## src/design/pad_float_consts.svh

```systemverilog
`ifndef PAD_FLOAT_CONSTS_SVH
`define PAD_FLOAT_CONSTS_SVH

// Register byte offsets on the APB bus.
`define CTRL_OFFSET 12'h000
`define STATUS_OFFSET 12'h004

// Control register field positions.
`define CTRL_MODE_LSB 0
`define CTRL_MODE_MSB 1
`define CTRL_SR_ASYNC_BIT 2
`define CTRL_SR_SETS_BIT 3

// Status register field positions.
`define STATUS_PAD_FLOAT_BIT 0
`define STATUS_FLOAT_A_BIT 1
`define STATUS_FLOAT_B_BIT 2
`define STATUS_LAST_B_BIT 3
`define STATUS_GLOBAL_BIT 4

// Reset values.
`define CTRL_RESET 4'h0
`define FLOAT_RESET 1'h0

`endif

```

## src/design/pad_float_pkg.sv

```systemverilog
package pad_float_pkg;

  typedef enum logic [1:0] {
    MODE_SINGLE = 2'h0,
    MODE_DDR = 2'h1,
    MODE_LATCH = 2'h2
  } mode_t;

  typedef struct packed {
    logic [1:0] sync1;
    logic [1:0] sync2;
    logic [1:0] prev;
  } edge_state_t;

  typedef struct packed {
    mode_t mode;
    logic srAsync;
    logic srSets;
    logic floatA;
    logic floatB;
    logic lastB;
    logic [31:0] prdata;
    logic slvErr;
  } float_state_t;

endpackage

```

## src/design/edge_sync.sv

```systemverilog
`timescale 1ns/100ps
`default_nettype none
`include "pad_float_consts.svh"

// Brings the drive clocks into the core_clk domain and flags their rising edges.
module edge_sync #(
  parameter int WIDTH = 2
) (
  input wire logic core_clk,
  input wire logic srst,
  input wire logic clkEn,
  input wire logic [1:0] asyncIn,
  output logic [1:0] rise
);
  import pad_float_pkg::*;

  edge_state_t state_r;
  edge_state_t state_nxt;

  always_comb begin
    state_nxt = state_r;
    if (clkEn) begin
      state_nxt.sync1 = asyncIn;
      state_nxt.sync2 = state_r.sync1;
      state_nxt.prev = state_r.sync2;
    end
  end

  always_ff @(posedge core_clk) begin
    if (srst) begin
      state_r <= '0;
    end else begin
      state_r <= state_nxt;
    end
  end

  // Only the second stage and its delayed copy feed the edge detector.
  assign rise = state_r.sync2 & ~state_r.prev & {WIDTH{clkEn}};

endmodule
`default_nettype wire

```

## src/design/pad_output_enable_register.sv

```systemverilog
// Behaviour
// (RL1) Float register captures its request on a clock edge only while enable is high.
// (RL2) Captured high floats the pad; captured low drives valid data.
// (RL3) Synchronous set/reset high at an edge clears the float register; a set-type configuration (srSets) loads one instead.
// (RL4) Asynchronous set/reset changes the pad at once; set floats, reset drives.
// (RL5) Global float forces high impedance whatever the float register holds.
// (RL6) Latch mode: pad follows the float request while the latch is open.
// (RL7) DDR: register A on drive clock A edges, B on B; pad follows latest.
// (RL8) Driving logic changes the shared enable only between an A and next B edge.
// (RL9) DDR synchronous reset on an A edge clears register A.
// (RL10) With enable low each float register holds its value.
`timescale 1ns/100ps
`default_nettype none
`include "pad_float_consts.svh"

module pad_output_enable_register (
  input wire logic core_clk,
  input wire logic srst,
  input wire logic clkEn,
  input wire logic psel,
  input wire logic penable,
  input wire logic pwrite,
  input wire logic [11:0] paddr,
  input wire logic [31:0] pwdata,
  output logic pready,
  output logic [31:0] prdata,
  output logic pslverr,
  input wire logic floatRegEnable,
  input wire logic presetClearIn,
  input wire logic floatRequestFirstHalf,
  input wire logic floatRequestSecondHalf,
  input wire logic driveClockA,
  input wire logic driveClockB,
  input wire logic globalFloat,
  output logic padOeN
);
  import pad_float_pkg::*;

  float_state_t state_r;
  float_state_t state_nxt;
  logic [1:0] driveRise;
  logic srValue;
  logic asyncHit;
  logic latchOpen;
  logic padFloat;

  edge_sync #(
    .WIDTH(2)
  ) u_edge_sync (
    .core_clk(core_clk),
    .srst(srst),
    .clkEn(clkEn),
    .asyncIn({driveClockB, driveClockA}),
    .rise(driveRise)
  );

  function automatic logic addrIs(input logic [11:0] a, input logic [11:0] off);
    addrIs = (a[11:2] == off[11:2]);
  endfunction

  // A set-type configuration loads one, a reset-type loads zero.
  assign srValue = state_r.srSets;
  assign asyncHit = state_r.srAsync && presetClearIn;
  assign latchOpen = (state_r.mode == MODE_LATCH) && floatRegEnable && clkEn;

  always_comb begin
    state_nxt = state_r;
    if (clkEn) begin
      if (state_r.mode == MODE_DDR) begin
        if (driveRise[0]) begin
          if (!state_r.srAsync && presetClearIn) begin
            state_nxt.floatA = srValue; // RL9
          end else if (floatRegEnable) begin
            state_nxt.floatA = floatRequestFirstHalf; // RL7
          end
          state_nxt.lastB = 1'b0; // RL7
        end
        if (driveRise[1]) begin
          if (!state_r.srAsync && presetClearIn) begin
            state_nxt.floatB = srValue;
          end else if (floatRegEnable) begin
            state_nxt.floatB = floatRequestSecondHalf; // RL7
          end
          state_nxt.lastB = 1'b1; // RL7
        end
      end else if (!state_r.srAsync && presetClearIn) begin
        state_nxt.floatA = srValue; // RL3
      end else if (floatRegEnable) begin
        state_nxt.floatA = floatRequestFirstHalf; // RL1 RL6
      end
      if (asyncHit) begin
        state_nxt.floatA = srValue; // RL4
        state_nxt.floatB = srValue; // RL4
      end
      state_nxt.slvErr = 1'b0;
      if (psel && !penable) begin
        state_nxt.prdata = 32'h0;
        if (addrIs(paddr, `CTRL_OFFSET)) begin
          if (pwrite) begin
            state_nxt.mode = mode_t'(pwdata[`CTRL_MODE_MSB:`CTRL_MODE_LSB]);
            state_nxt.srAsync = pwdata[`CTRL_SR_ASYNC_BIT];
            state_nxt.srSets = pwdata[`CTRL_SR_SETS_BIT];
            if (pwdata[`CTRL_MODE_MSB:`CTRL_MODE_LSB] == 2'h3) begin
              state_nxt.mode = state_r.mode;
              state_nxt.slvErr = 1'b1;
            end
          end else begin
            state_nxt.prdata[`CTRL_MODE_MSB:`CTRL_MODE_LSB] = state_r.mode;
            state_nxt.prdata[`CTRL_SR_ASYNC_BIT] = state_r.srAsync;
            state_nxt.prdata[`CTRL_SR_SETS_BIT] = state_r.srSets;
          end
        end else if (addrIs(paddr, `STATUS_OFFSET)) begin
          if (pwrite) begin
            state_nxt.slvErr = 1'b1;
          end else begin
            state_nxt.prdata[`STATUS_PAD_FLOAT_BIT] = padFloat;
            state_nxt.prdata[`STATUS_FLOAT_A_BIT] = state_r.floatA;
            state_nxt.prdata[`STATUS_FLOAT_B_BIT] = state_r.floatB;
            state_nxt.prdata[`STATUS_LAST_B_BIT] = state_r.lastB;
            state_nxt.prdata[`STATUS_GLOBAL_BIT] = globalFloat;
          end
        end else begin
          state_nxt.slvErr = 1'b1;
        end
      end else if (psel && penable) begin
        state_nxt.slvErr = state_r.slvErr;
      end
    end
    // RL10: with clkEn low, state_nxt keeps every field of state_r.
  end

  always_ff @(posedge core_clk) begin
    if (srst) begin
      state_r <= '0;
      state_r.mode <= mode_t'(2'(`CTRL_RESET >> `CTRL_MODE_LSB));
      state_r.floatA <= `FLOAT_RESET;
      state_r.floatB <= `FLOAT_RESET;
    end else begin
      state_r <= state_nxt;
    end
  end

  always_comb begin
    if (globalFloat) begin
      padFloat = 1'b1; // RL5
    end else if (asyncHit) begin
      padFloat = srValue; // RL4
    end else if (latchOpen) begin
      padFloat = floatRequestFirstHalf; // RL6
    end else if (state_r.mode == MODE_DDR) begin
      padFloat = state_r.lastB ? state_r.floatB : state_r.floatA; // RL7
    end else begin
      padFloat = state_r.floatA; // RL2
    end
  end

  // The pad enable is low while the pad drives data.
  assign padOeN = padFloat; // RL2
  assign pready = clkEn;
  assign prdata = state_r.prdata;
  assign pslverr = state_r.slvErr && psel && penable;

endmodule
`default_nettype wire

```

## config.mk

```make
export PLATFORM = sky130hd
export DESIGN_NAME = pad_output_enable_register
export DESIGN_NICKNAME = d
export VERILOG_FILES = /design/src/design/pad_float_pkg.sv /design/src/design/edge_sync.sv /design/src/design/pad_output_enable_register.sv
export VERILOG_INCLUDE_DIRS = /design/src /design/src/design
export SDC_FILE = /design/constraint.sdc
export NUM_CORES = 1
export LEC_CHECK = 0
export BUFFER_PORTS_ARGS = -buffer_cell sky130_fd_sc_hd__buf_4
export CAP_MARGIN = 25
export CORE_MARGIN = 1.5
export CORE_UTILIZATION = 43
export CTS_CLUSTER_SIZE = 20
export DETAILED_ROUTE_END_ITERATION = 7
export PLACE_DENSITY_LB_ADDON = 0.3
export SKIP_LAST_GASP = 1
export SLEW_MARGIN = 20
export SYNTH_ARGS = -nofsm -noshare
export SYNTH_HDL_FRONTEND = slang
export SYNTH_SLANG_ARGS = --single-unit
```

## constraint.sdc

```tcl
create_clock -name core_clk -period 3.45 [get_ports core_clk]
set_clock_uncertainty 0.1 [all_clocks]
set_input_delay 0.1725 -clock core_clk [delete_from_list [all_inputs] [get_ports core_clk]]
set_output_delay 0.1725 -clock core_clk [all_outputs]
set_load 0.02 [all_outputs]
```

==> impl_metrics.env, run 1 <==
export IMPL_status="complete, no violations"
export IMPL_vias=1049
export IMPL_cts_root_buf="clkbuf_4"
export IMPL_cts_tree="yes"
export IMPL_grt_pass1_wl_um=3970
export IMPL_cts_num_sinks=19
export IMPL_grt_overflow=0
export IMPL_critPathRequiredTime_ps=3180
export IMPL_synth_area_leader_cell="dfxtp_1"
export IMPL_yosysMostFrequentCell="buf_4"
export IMPL_fin_crit_sh_pct=58.5
export IMPL_drv_slew=0
export IMPL_critPathCaptureType="primary output"
export IMPL_crit_type="flop to primary output"
export IMPL_p_per_area_nw_per_um2=316
export IMPL_ys_warn_count=0
export IMPL_swShare_pct=29.8
export IMPL_cp_max_fo=6
export IMPL_ioPinCount=92
export IMPL_synth_area_um2=1220
export IMPL_hold_path_class="primary input to flop"
export IMPL_cts_max_level=1
export IMPL_clockBufferDepth=2
export IMPL_tns_ps=0
export IMPL_drive_above_1_share_pct=24.7
export IMPL_drt_iter0_drc=16
export IMPL_crit_reg2reg_launch="state_r[38]$_SDFFE_PP0P_"
export IMPL_track_usage_pct=15.3
export IMPL_fin_nets=232
export IMPL_power_frac_comb_pct=21.4
export IMPL_routabilityCongestion=0.840
export IMPL_fmax_mhz=495
export IMPL_wl_per_cell_um=11.3
export IMPL_die_area_um2=3170
export IMPL_antenna_found_initial=0
export IMPL_syn_to_final_growth_pct=12.7
export IMPL_start_kind="flop"
export IMPL_min_from="driveClockB"
export IMPL_yosysSeqAreaShare_pct=31.1
export IMPL_dr_pass1_iters=4
export IMPL_initial_core_util_pct=44.7
export IMPL_min_path_cells=3
export IMPL_min_to="u_edge_sync.state_r[5]$_SDFFE_PP0P_"
export IMPL_postCtsSetupBuffers=0
export IMPL_grt_pass1_vias=903
export IMPL_post_route_util_pct=50.3
export IMPL_yosysTopAreaCellShare_pct=31.1
export IMPL_post_route_min_period_ps=2020
export IMPL_fp_coreArea_um2=2730
export IMPL_via_per_inst=5.12
export IMPL_port_buffers=34
export IMPL_power_frac_seq_pct=52.6
export IMPL_irDropWorstVdd_mv=0.248
export IMPL_rsz0062_at_grt="no"
export IMPL_hpwl_um=1850
export IMPL_final_area_um2=1380
export IMPL_ff2ff_setup_slack_ps=1890
export IMPL_worstPathArrival_ps=1750
export IMPL_nFillCells=269
export IMPL_p_int_uw=306
export IMPL_clk_pin_slew_ps=110
export IMPL_placed_cell_area_um2=1350
export IMPL_postCtsHoldBufs=0
export IMPL_ctsResizeCount=0
export IMPL_maxCapViolCount=0
export IMPL_synth_ff_type="dfxtp_1"
export IMPL_ys_seq_elements=19
export IMPL_synth_edff_count=0
export IMPL_synth_async_reset_ratio_pct=0
export IMPL_reg2reg_to="prdata[0]$_SDFFE_PP0P_"
export IMPL_totalWireLength_um=2320
export IMPL_hold_violations=0
export IMPL_clkPwrFrac_pct=26.0
export IMPL_timing_hold_ws_ps=12.8
export IMPL_synth_top_cells_by_area="dfxtp_1, buf_4, mux2i_1, a21oi_1, o21ai_0"
export IMPL_antenna_diode_count=0
export IMPL_ff2ff_path_depth=4
export IMPL_cts_buffers=3
export IMPL_die_w_um=56.3
export IMPL_synth_cells=147
export IMPL_die_h_um=56.3
export IMPL_p_switching_uw=130
export IMPL_postRouteAntennaNets=0
export IMPL_ys_types=38
export IMPL_clock_latency_ps=300
export IMPL_leakage_nw=0.616
export IMPL_synthTopCellsByCount="buf_4, dfxtp_1, a21oi_1"
export IMPL_synth_area_per_cell_um2=8.31
export IMPL_setup_violations=0
export IMPL_remaining_drc_errors=0
export IMPL_num_rows=19
export IMPL_grt_max_degree=18
critical path, cell delays in order, from the launching register on:
cell	delay, ps
dfxtp_1	390
nor2b_1	380
a221oi_1	150
o21ai_0	320
buf_4	210
layout by cell type (no fill, tap or decap), types with 4 or more instances in the layout:
| cell type | count |
|---|---|
| dfxtp_1 | 19 |
| a21oi_1 | 11 |
| conb_1 | 27 |
| inv_1 | 4 |
| o21ai_0 | 10 |
| nor2_1 | 8 |
| mux2i_1 | 7 |
| buf_4 | 34 |
| a31oi_1 | 4 |
| nand2_1 | 6 |
how the worst max path moves through the flow:
stage | from | endpoint | slack, ps | depth (start not counted)
3_3_place_gp | paddr[8] | state_r[0]$_SDFFE_PP0P_ | 1650 | 5
3_5_place_dp | paddr[8] | state_r[0]$_SDFFE_PP0P_ | 1660 | 5
2_1_floorplan | state_r[38]$_SDFFE_PP0P_ | prdata[0]$_SDFFE_PP0P_ | 1770 | 4
4_1_cts | state_r[38]$_SDFFE_PP0P_ | padOeN | 1420 | 4
5_1_grt | state_r[38]$_SDFFE_PP0P_ | padOeN | 1260 | 4
6_report | state_r[38]$_SDFFE_PP0P_ | padOeN | 1430 | 4
cell type report:
class	instances	area [µm²]	share of cell area, %
multi-input combinational	113	661	48.0
sequential	19	380	27.6
timing repair buffer	34	255	18.5
tap	31	38.8	2.82
clock buffer	4	26.3	1.91
inverter	4	15.0	1.09
per-layer routing:
layer | up-vias | global-route usage (%) | share of wire (%)
li1 | 520 | - | -
met1 | 476 | 20.0 | 43
met2 | 50 | 26.2 | 49
met3 | 3 | 2.07 | 6.9
met4 | 0 | 4.42 | 1.1
met5 | - | 0 | 0
stage by stage:
stage          std cells  total power [mW]  worst slack [ps]
6_report             205             0.435              1430
5_1_grt              205             0.458              1260
2_1_floorplan        173             0.317              1770
3_5_place_dp         201             0.327              1660
3_3_place_gp         201             0.325              1650
4_1_cts              205             0.436              1420
registers in the layout, indices dropped and copies added (netlist names):
name                 cells
srValue                  1
u_edge_sync.state_r      6
state_r                  7
prdata                   5
power groups by stage:
stage	Sequential, mW	Combinational (mW)	Clock, mW
2_1_floorplan	0.233	0.0838	0
3_3_place_gp	0.234	0.0913	0
3_5_place_dp	0.234	0.0930	0
4_1_cts	0.229	0.0932	0.114
5_1_grt	0.230	0.102	0.126
6_report	0.229	0.0932	0.113
logic make-up after synthesis:
family / after synthesis / share of synthesized area [%]
muxes: 7 / 5.74
AOI/OAI and AO/OA: 38 / 19.6
other: 1 / 0.307
DFF: 19 / 31.1
buffers and inverters: 41 / 22.7
and+or+nand+nor: 41 / 20.5
Power figures use the tool's default switching activity.
==> run 2: changes to the inputs <==
Settings changed: CORE_UTILIZATION 43 to 36.
Clock period 3.45 ns to 1.77 ns, I/O delays scaled along.
==> run 2 against run 1 <==
Compared with the run above:
- combinational power up 120%
- core utilization down 1.7 points
- sequential share of layout area down 2.6 points
- worst hold slack better by 17 ps
- count of clock-buffer cells in the layout down 1
- routed wire length up 14%
- via count up 6.5%
- die area up 18%
- design area up 11%
- largest cell class unchanged
- highest routed layer unchanged
==> impl_metrics.env, run 2 (synthesis gave the netlist of run 1 again) <==
export IMPL_status="complete, no violations"
export IMPL_fp_coreArea_um2=3130
export IMPL_dr_pass1_iters=4
export IMPL_drt_iter0_drc=46
export IMPL_cp_max_fo=3
export IMPL_place_inst=216
export IMPL_largest_reg_flops=7
export IMPL_layout_commonest_cell="buf_4"
export IMPL_rsz0062_at_grt="no"
export IMPL_fmax_mhz=601
export IMPL_drv_slew=0
export IMPL_remaining_drc_errors=0
export IMPL_grt_pass1_vias=1028
export IMPL_grt_max_degree=18
export IMPL_worstPathArrival_ps=1480
export IMPL_clk_pin_slew_ps=120
export IMPL_drive_above_1_share_pct=25.8
export IMPL_post_route_min_period_ps=1660
export IMPL_totalWireLength_um=2660
export IMPL_antenna_diode_count=0
export IMPL_nFillCells=300
export IMPL_leakage_nw=0.676
export IMPL_ff2ff_setup_slack_ps=290
export IMPL_antenna_found_initial=0
export IMPL_grt_overflow=0
export IMPL_via_per_inst=4.86
export IMPL_final_cells=230
export IMPL_layout_common_cells="buf_4, conb_1, dfxtp_1"
export IMPL_cts_max_level=1
export IMPL_critPathCaptureType="primary output"
export IMPL_cts_root_buf="clkbuf_4"
export IMPL_die_h_um=61.2
export IMPL_cts_num_sinks=19
export IMPL_postCtsSetupBuffers=0
export IMPL_fin_crit_sh_pct=94.0
export IMPL_die_area_um2=3750
export IMPL_clockBufferDepth=2
export IMPL_critPathRequiredTime_ps=1580
export IMPL_num_rows=20
export IMPL_top_register="state_r"
export IMPL_initial_core_util_pct=39.0
export IMPL_routabilityCongestion=0.763
export IMPL_fin_nets=244
export IMPL_p_per_area_nw_per_um2=583
export IMPL_cts_buffers=3
export IMPL_tns_ps=0
export IMPL_setup_violations=0
export IMPL_start_kind="primary input"
export IMPL_vias=1117
export IMPL_ioPinCount=92
export IMPL_syn_to_final_growth_pct=24.6
export IMPL_crit_type="primary input to primary output"
export IMPL_cts_tree="yes"
export IMPL_wl_per_cell_um=11.5
export IMPL_hold_path_class="primary input to flop"
export IMPL_hold_violations=0
export IMPL_maxCapViolCount=0
export IMPL_postRouteAntennaNets=0
export IMPL_die_w_um=61.2
export IMPL_grt_pass1_wl_um=4310
export IMPL_track_usage_pct=15.3
export IMPL_clock_latency_ps=310
export IMPL_irDropWorstVdd_mv=0.384
export IMPL_hpwl_um=2050
export IMPL_port_buffers=34
## run 2: cell type report
cell class	count	area [µm²]	area share, %
Sequential cell	19	380	25.0
Timing Repair Buffer	46	370	24.3
Clock inverter	1	7.51	0.493
Clock buffer	3	22.5	1.48
Tap cell	44	55.1	3.62
Inverter	4	15.0	0.987
Multi-Input combinational cell	113	671	44.1
## run 2: repair_timing
item / in CTS / in global routing
pin swaps: 0 / 0
endpoints found under the hold margin: 15 / 0
setup endpoints to repair: 1 / 1
gates resized for setup: 1 / 2
hold buffers: 10 / 0
## run 2: per-stage QoR
step	area, µm²	setup slack, ps	total power, mW	util, %	hold slack (ps)
after floorplan	1320	89.1	0.617	-	136
after global placement	1380	66.1	0.634	44.2	225
after detailed placement	1380	64.8	0.638	44.2	240
after CTS	1510	76.7	0.888	48.3	26.0
after global routing	1520	26.4	0.928	48.6	50.5
final	1520	106	0.886	48.6	29.3
## run 2: path summary, 6_finish.rpt
path | from | to | cells after the start
setup / recovery | floatRegEnable | padOeN | 6
hold / removal | paddr[2] | state_r[37]$_SDFFE_PP0P_ | 4
setup reg to reg | state_r[38]$_SDFFE_PP0P_ | state_r[34]$_SDFFE_PP0P_ | 5
hold reg to reg | prdata[4]$_SDFFE_PP0P_ | prdata[4]$_SDFFE_PP0P_ | 2
## run 2: power by group
part	total [mW]	leakage, nW	switching (mW)	internal [mW]
clock network	0.237	0.0139	0.151	0.0862
registers	0.447	0.154	0.00747	0.439
logic	0.203	0.508	0.118	0.0844
total	0.886	0.676	0.276	0.610
## run 2: layer usage
layer / share of wire [%] / wire length [µm] / up-vias / track usage [%]
met1: 42 / 1130 / 514 / 17.5
met3: 6.0 / 159 / 7 / 2.31
met2: 49 / 1310 / 50 / 26.7
met5: 0 / 0 / - / 0
met4: 2.0 / 53 / 0 / 9.01
li1: - / - / 546 / -
## run 2: critical path, cell delays in order
cell,delay (ps)
dlygate4sd3_1,530
buf_4,150
and4b_1,200
a221oi_2,230
o21ai_2,110
buf_4,160
==> run 3: changes to the inputs <==
Settings changed: CORE_UTILIZATION 36 to 29.
==> run 3 against run 2 <==
Compared with the run above:
- first-iteration DRC count fell by 30%
- via count decreased by 5.0%
- non-clock buffer count down 3
- worst setup slack gained 7.7 ps
- clock power is 27% higher
- largest cell class unchanged
- critical path depth down 2
- total power grew 6.0%
- global-route usage down 3.4 points
- sequential power about the same
- core utilization fell by 11 points
- sequential cell count unchanged
- worst hold slack got worse by 20 ps
==> impl_metrics.env, run 3 (synthesis gave the netlist of run 1 again) <==
export IMPL_vias=1061
export IMPL_post_route_util_pct=37.2
export IMPL_grt_pass1_wl_um=4030
export IMPL_layout_common_cells="buf_4, conb_1, dfxtp_1"
export IMPL_irDropWorstVdd_mv=0.234
export IMPL_clock_latency_ps=260
export IMPL_cts_root_buf="clkbuf_8"
export IMPL_ioPinCount=92
export IMPL_p_per_area_nw_per_um2=628
export IMPL_worstPathArrival_ps=1470
export IMPL_routabilityCongestion=0.807
export IMPL_crit_chain="and4b_1, a21o_1, o21ai_1, buf_4"
export IMPL_hold_violations=0
export IMPL_setup_violations=0
export IMPL_drt_iter0_drc=32
export IMPL_hpwl_um=1940
export IMPL_top_register="state_r"
export IMPL_crit_type="flop to primary output"
export IMPL_cts_max_level=1
export IMPL_via_per_inst=4.55
export IMPL_fin_nets=241
export IMPL_num_rows=23
export IMPL_grt_overflow=0
export IMPL_cts_tree="yes"
export IMPL_layout_commonest_cell="buf_4"
export IMPL_cp_max_fo=5
export IMPL_fin_crit_sh_pct=93.6
export IMPL_die_h_um=67.9
export IMPL_final_cells=233
export IMPL_hold_path_class="primary input to flop"
export IMPL_fmax_mhz=604
export IMPL_track_usage_pct=11.9
export IMPL_die_area_um2=4610
export IMPL_place_inst=225
export IMPL_grt_pass1_vias=875
export IMPL_postRouteAntennaNets=0
export IMPL_grt_max_degree=18
export IMPL_post_route_min_period_ps=1660
export IMPL_largest_reg_flops=7
export IMPL_cts_buffers=3
export IMPL_critPathCaptureType="primary output"
export IMPL_drive_above_1_share_pct=26.8
export IMPL_antenna_found_initial=0
export IMPL_final_area_um2=1500
export IMPL_drv_slew=0
export IMPL_die_w_um=67.9
export IMPL_leakage_nw=0.669
export IMPL_critPathRequiredTime_ps=1580
export IMPL_dr_pass1_iters=4
export IMPL_clk_pin_slew_ps=70
export IMPL_fp_coreArea_um2=4030
export IMPL_syn_to_final_growth_pct=22.6
export IMPL_clockBufferDepth=2
export IMPL_status="complete, no violations"
export IMPL_initial_core_util_pct=30.3
export IMPL_port_buffers=34
export IMPL_maxCapViolCount=0
export IMPL_nFillCells=446
export IMPL_tns_ps=0
export IMPL_remaining_drc_errors=0
export IMPL_rsz0062_at_grt="no"
export IMPL_antenna_diode_count=0
export IMPL_totalWireLength_um=2520
export IMPL_critPathMaxStageDelay_ps=390
export IMPL_wl_per_cell_um=10.8
export IMPL_cp_slowest_cell="dfxtp_1"
export IMPL_placed_cell_area_um2=1410
export IMPL_cts_num_sinks=19
export IMPL_start_kind="flop"
==> run 3: through the flow <==
stage	setup WS [ps]	power (mW)	hold WS (ps)
after floorplan	89.1	0.617	136
after global routing	11.6	0.991	14.1
final	114	0.940	9.60
after detailed placement	67.0	0.640	240
after CTS	22.3	0.946	7.69
after global placement	59.5	0.640	229
==> run 3: repair_timing <==
action,in CTS,in global routing
hold buffers,4,0
resized for setup,0,1
endpoints found under the setup margin,0,1
buffers inserted,0,0
hold endpoints to repair,4,0
==> run 3: report_power, final <==
group	internal (mW)	total, mW	switching, mW
registers	0.439	0.446	0.00696
logic	0.0762	0.192	0.115
clock network	0.157	0.302	0.145
==> run 3: area by class of cell <==
class	count	area, µm²	share of cell area (%)
clock buffers	3	41.3	2.76
flip-flops and latches	19	380	25.4
repair buffers	43	333	22.2
inverters	4	15.0	1.00
clock inverters	1	5.00	0.334
well taps	50	62.6	4.18
multi-input cells	113	661	44.1
==> run 3: worst paths after layout <==
| check | startpoint | endpoint | slack (ps) | depth (start not counted) |
|---|---|---|---|---|
| setup / recovery | state_r[38]$_SDFFE_PP0P_ | padOeN | 110 | 4 |
| hold / removal | globalFloat | prdata[4]$_SDFFE_PP0P_ | 10 | 3 |
| setup reg to reg | state_r[38]$_SDFFE_PP0P_ | state_r[34]$_SDFFE_PP0P_ | 280 | 5 |
| hold reg to reg | state_r[0]$_SDFFE_PP0P_ | state_r[0]$_SDFFE_PP0P_ | 360 | 2 |
==> run 3: routing by layer <==
metal	global-route usage [%]	wire length [µm]	vias up
met5	0	0	-
met4	5.25	40	0
met3	3.29	188	4
met2	18.1	1080	39
met1	15.7	1200	482
li1	-	-	536
==> run 3: critical path: cells and delay by family (launching register included) <==
| family | cells | cell delay [ps] |
|---|---|---|
| DFF | 1 | 390 |
| AOI/OAI and AO/OA | 2 | 400 |
| and+or+nand+nor | 1 | 230 |
| buffers and inverters | 1 | 190 |
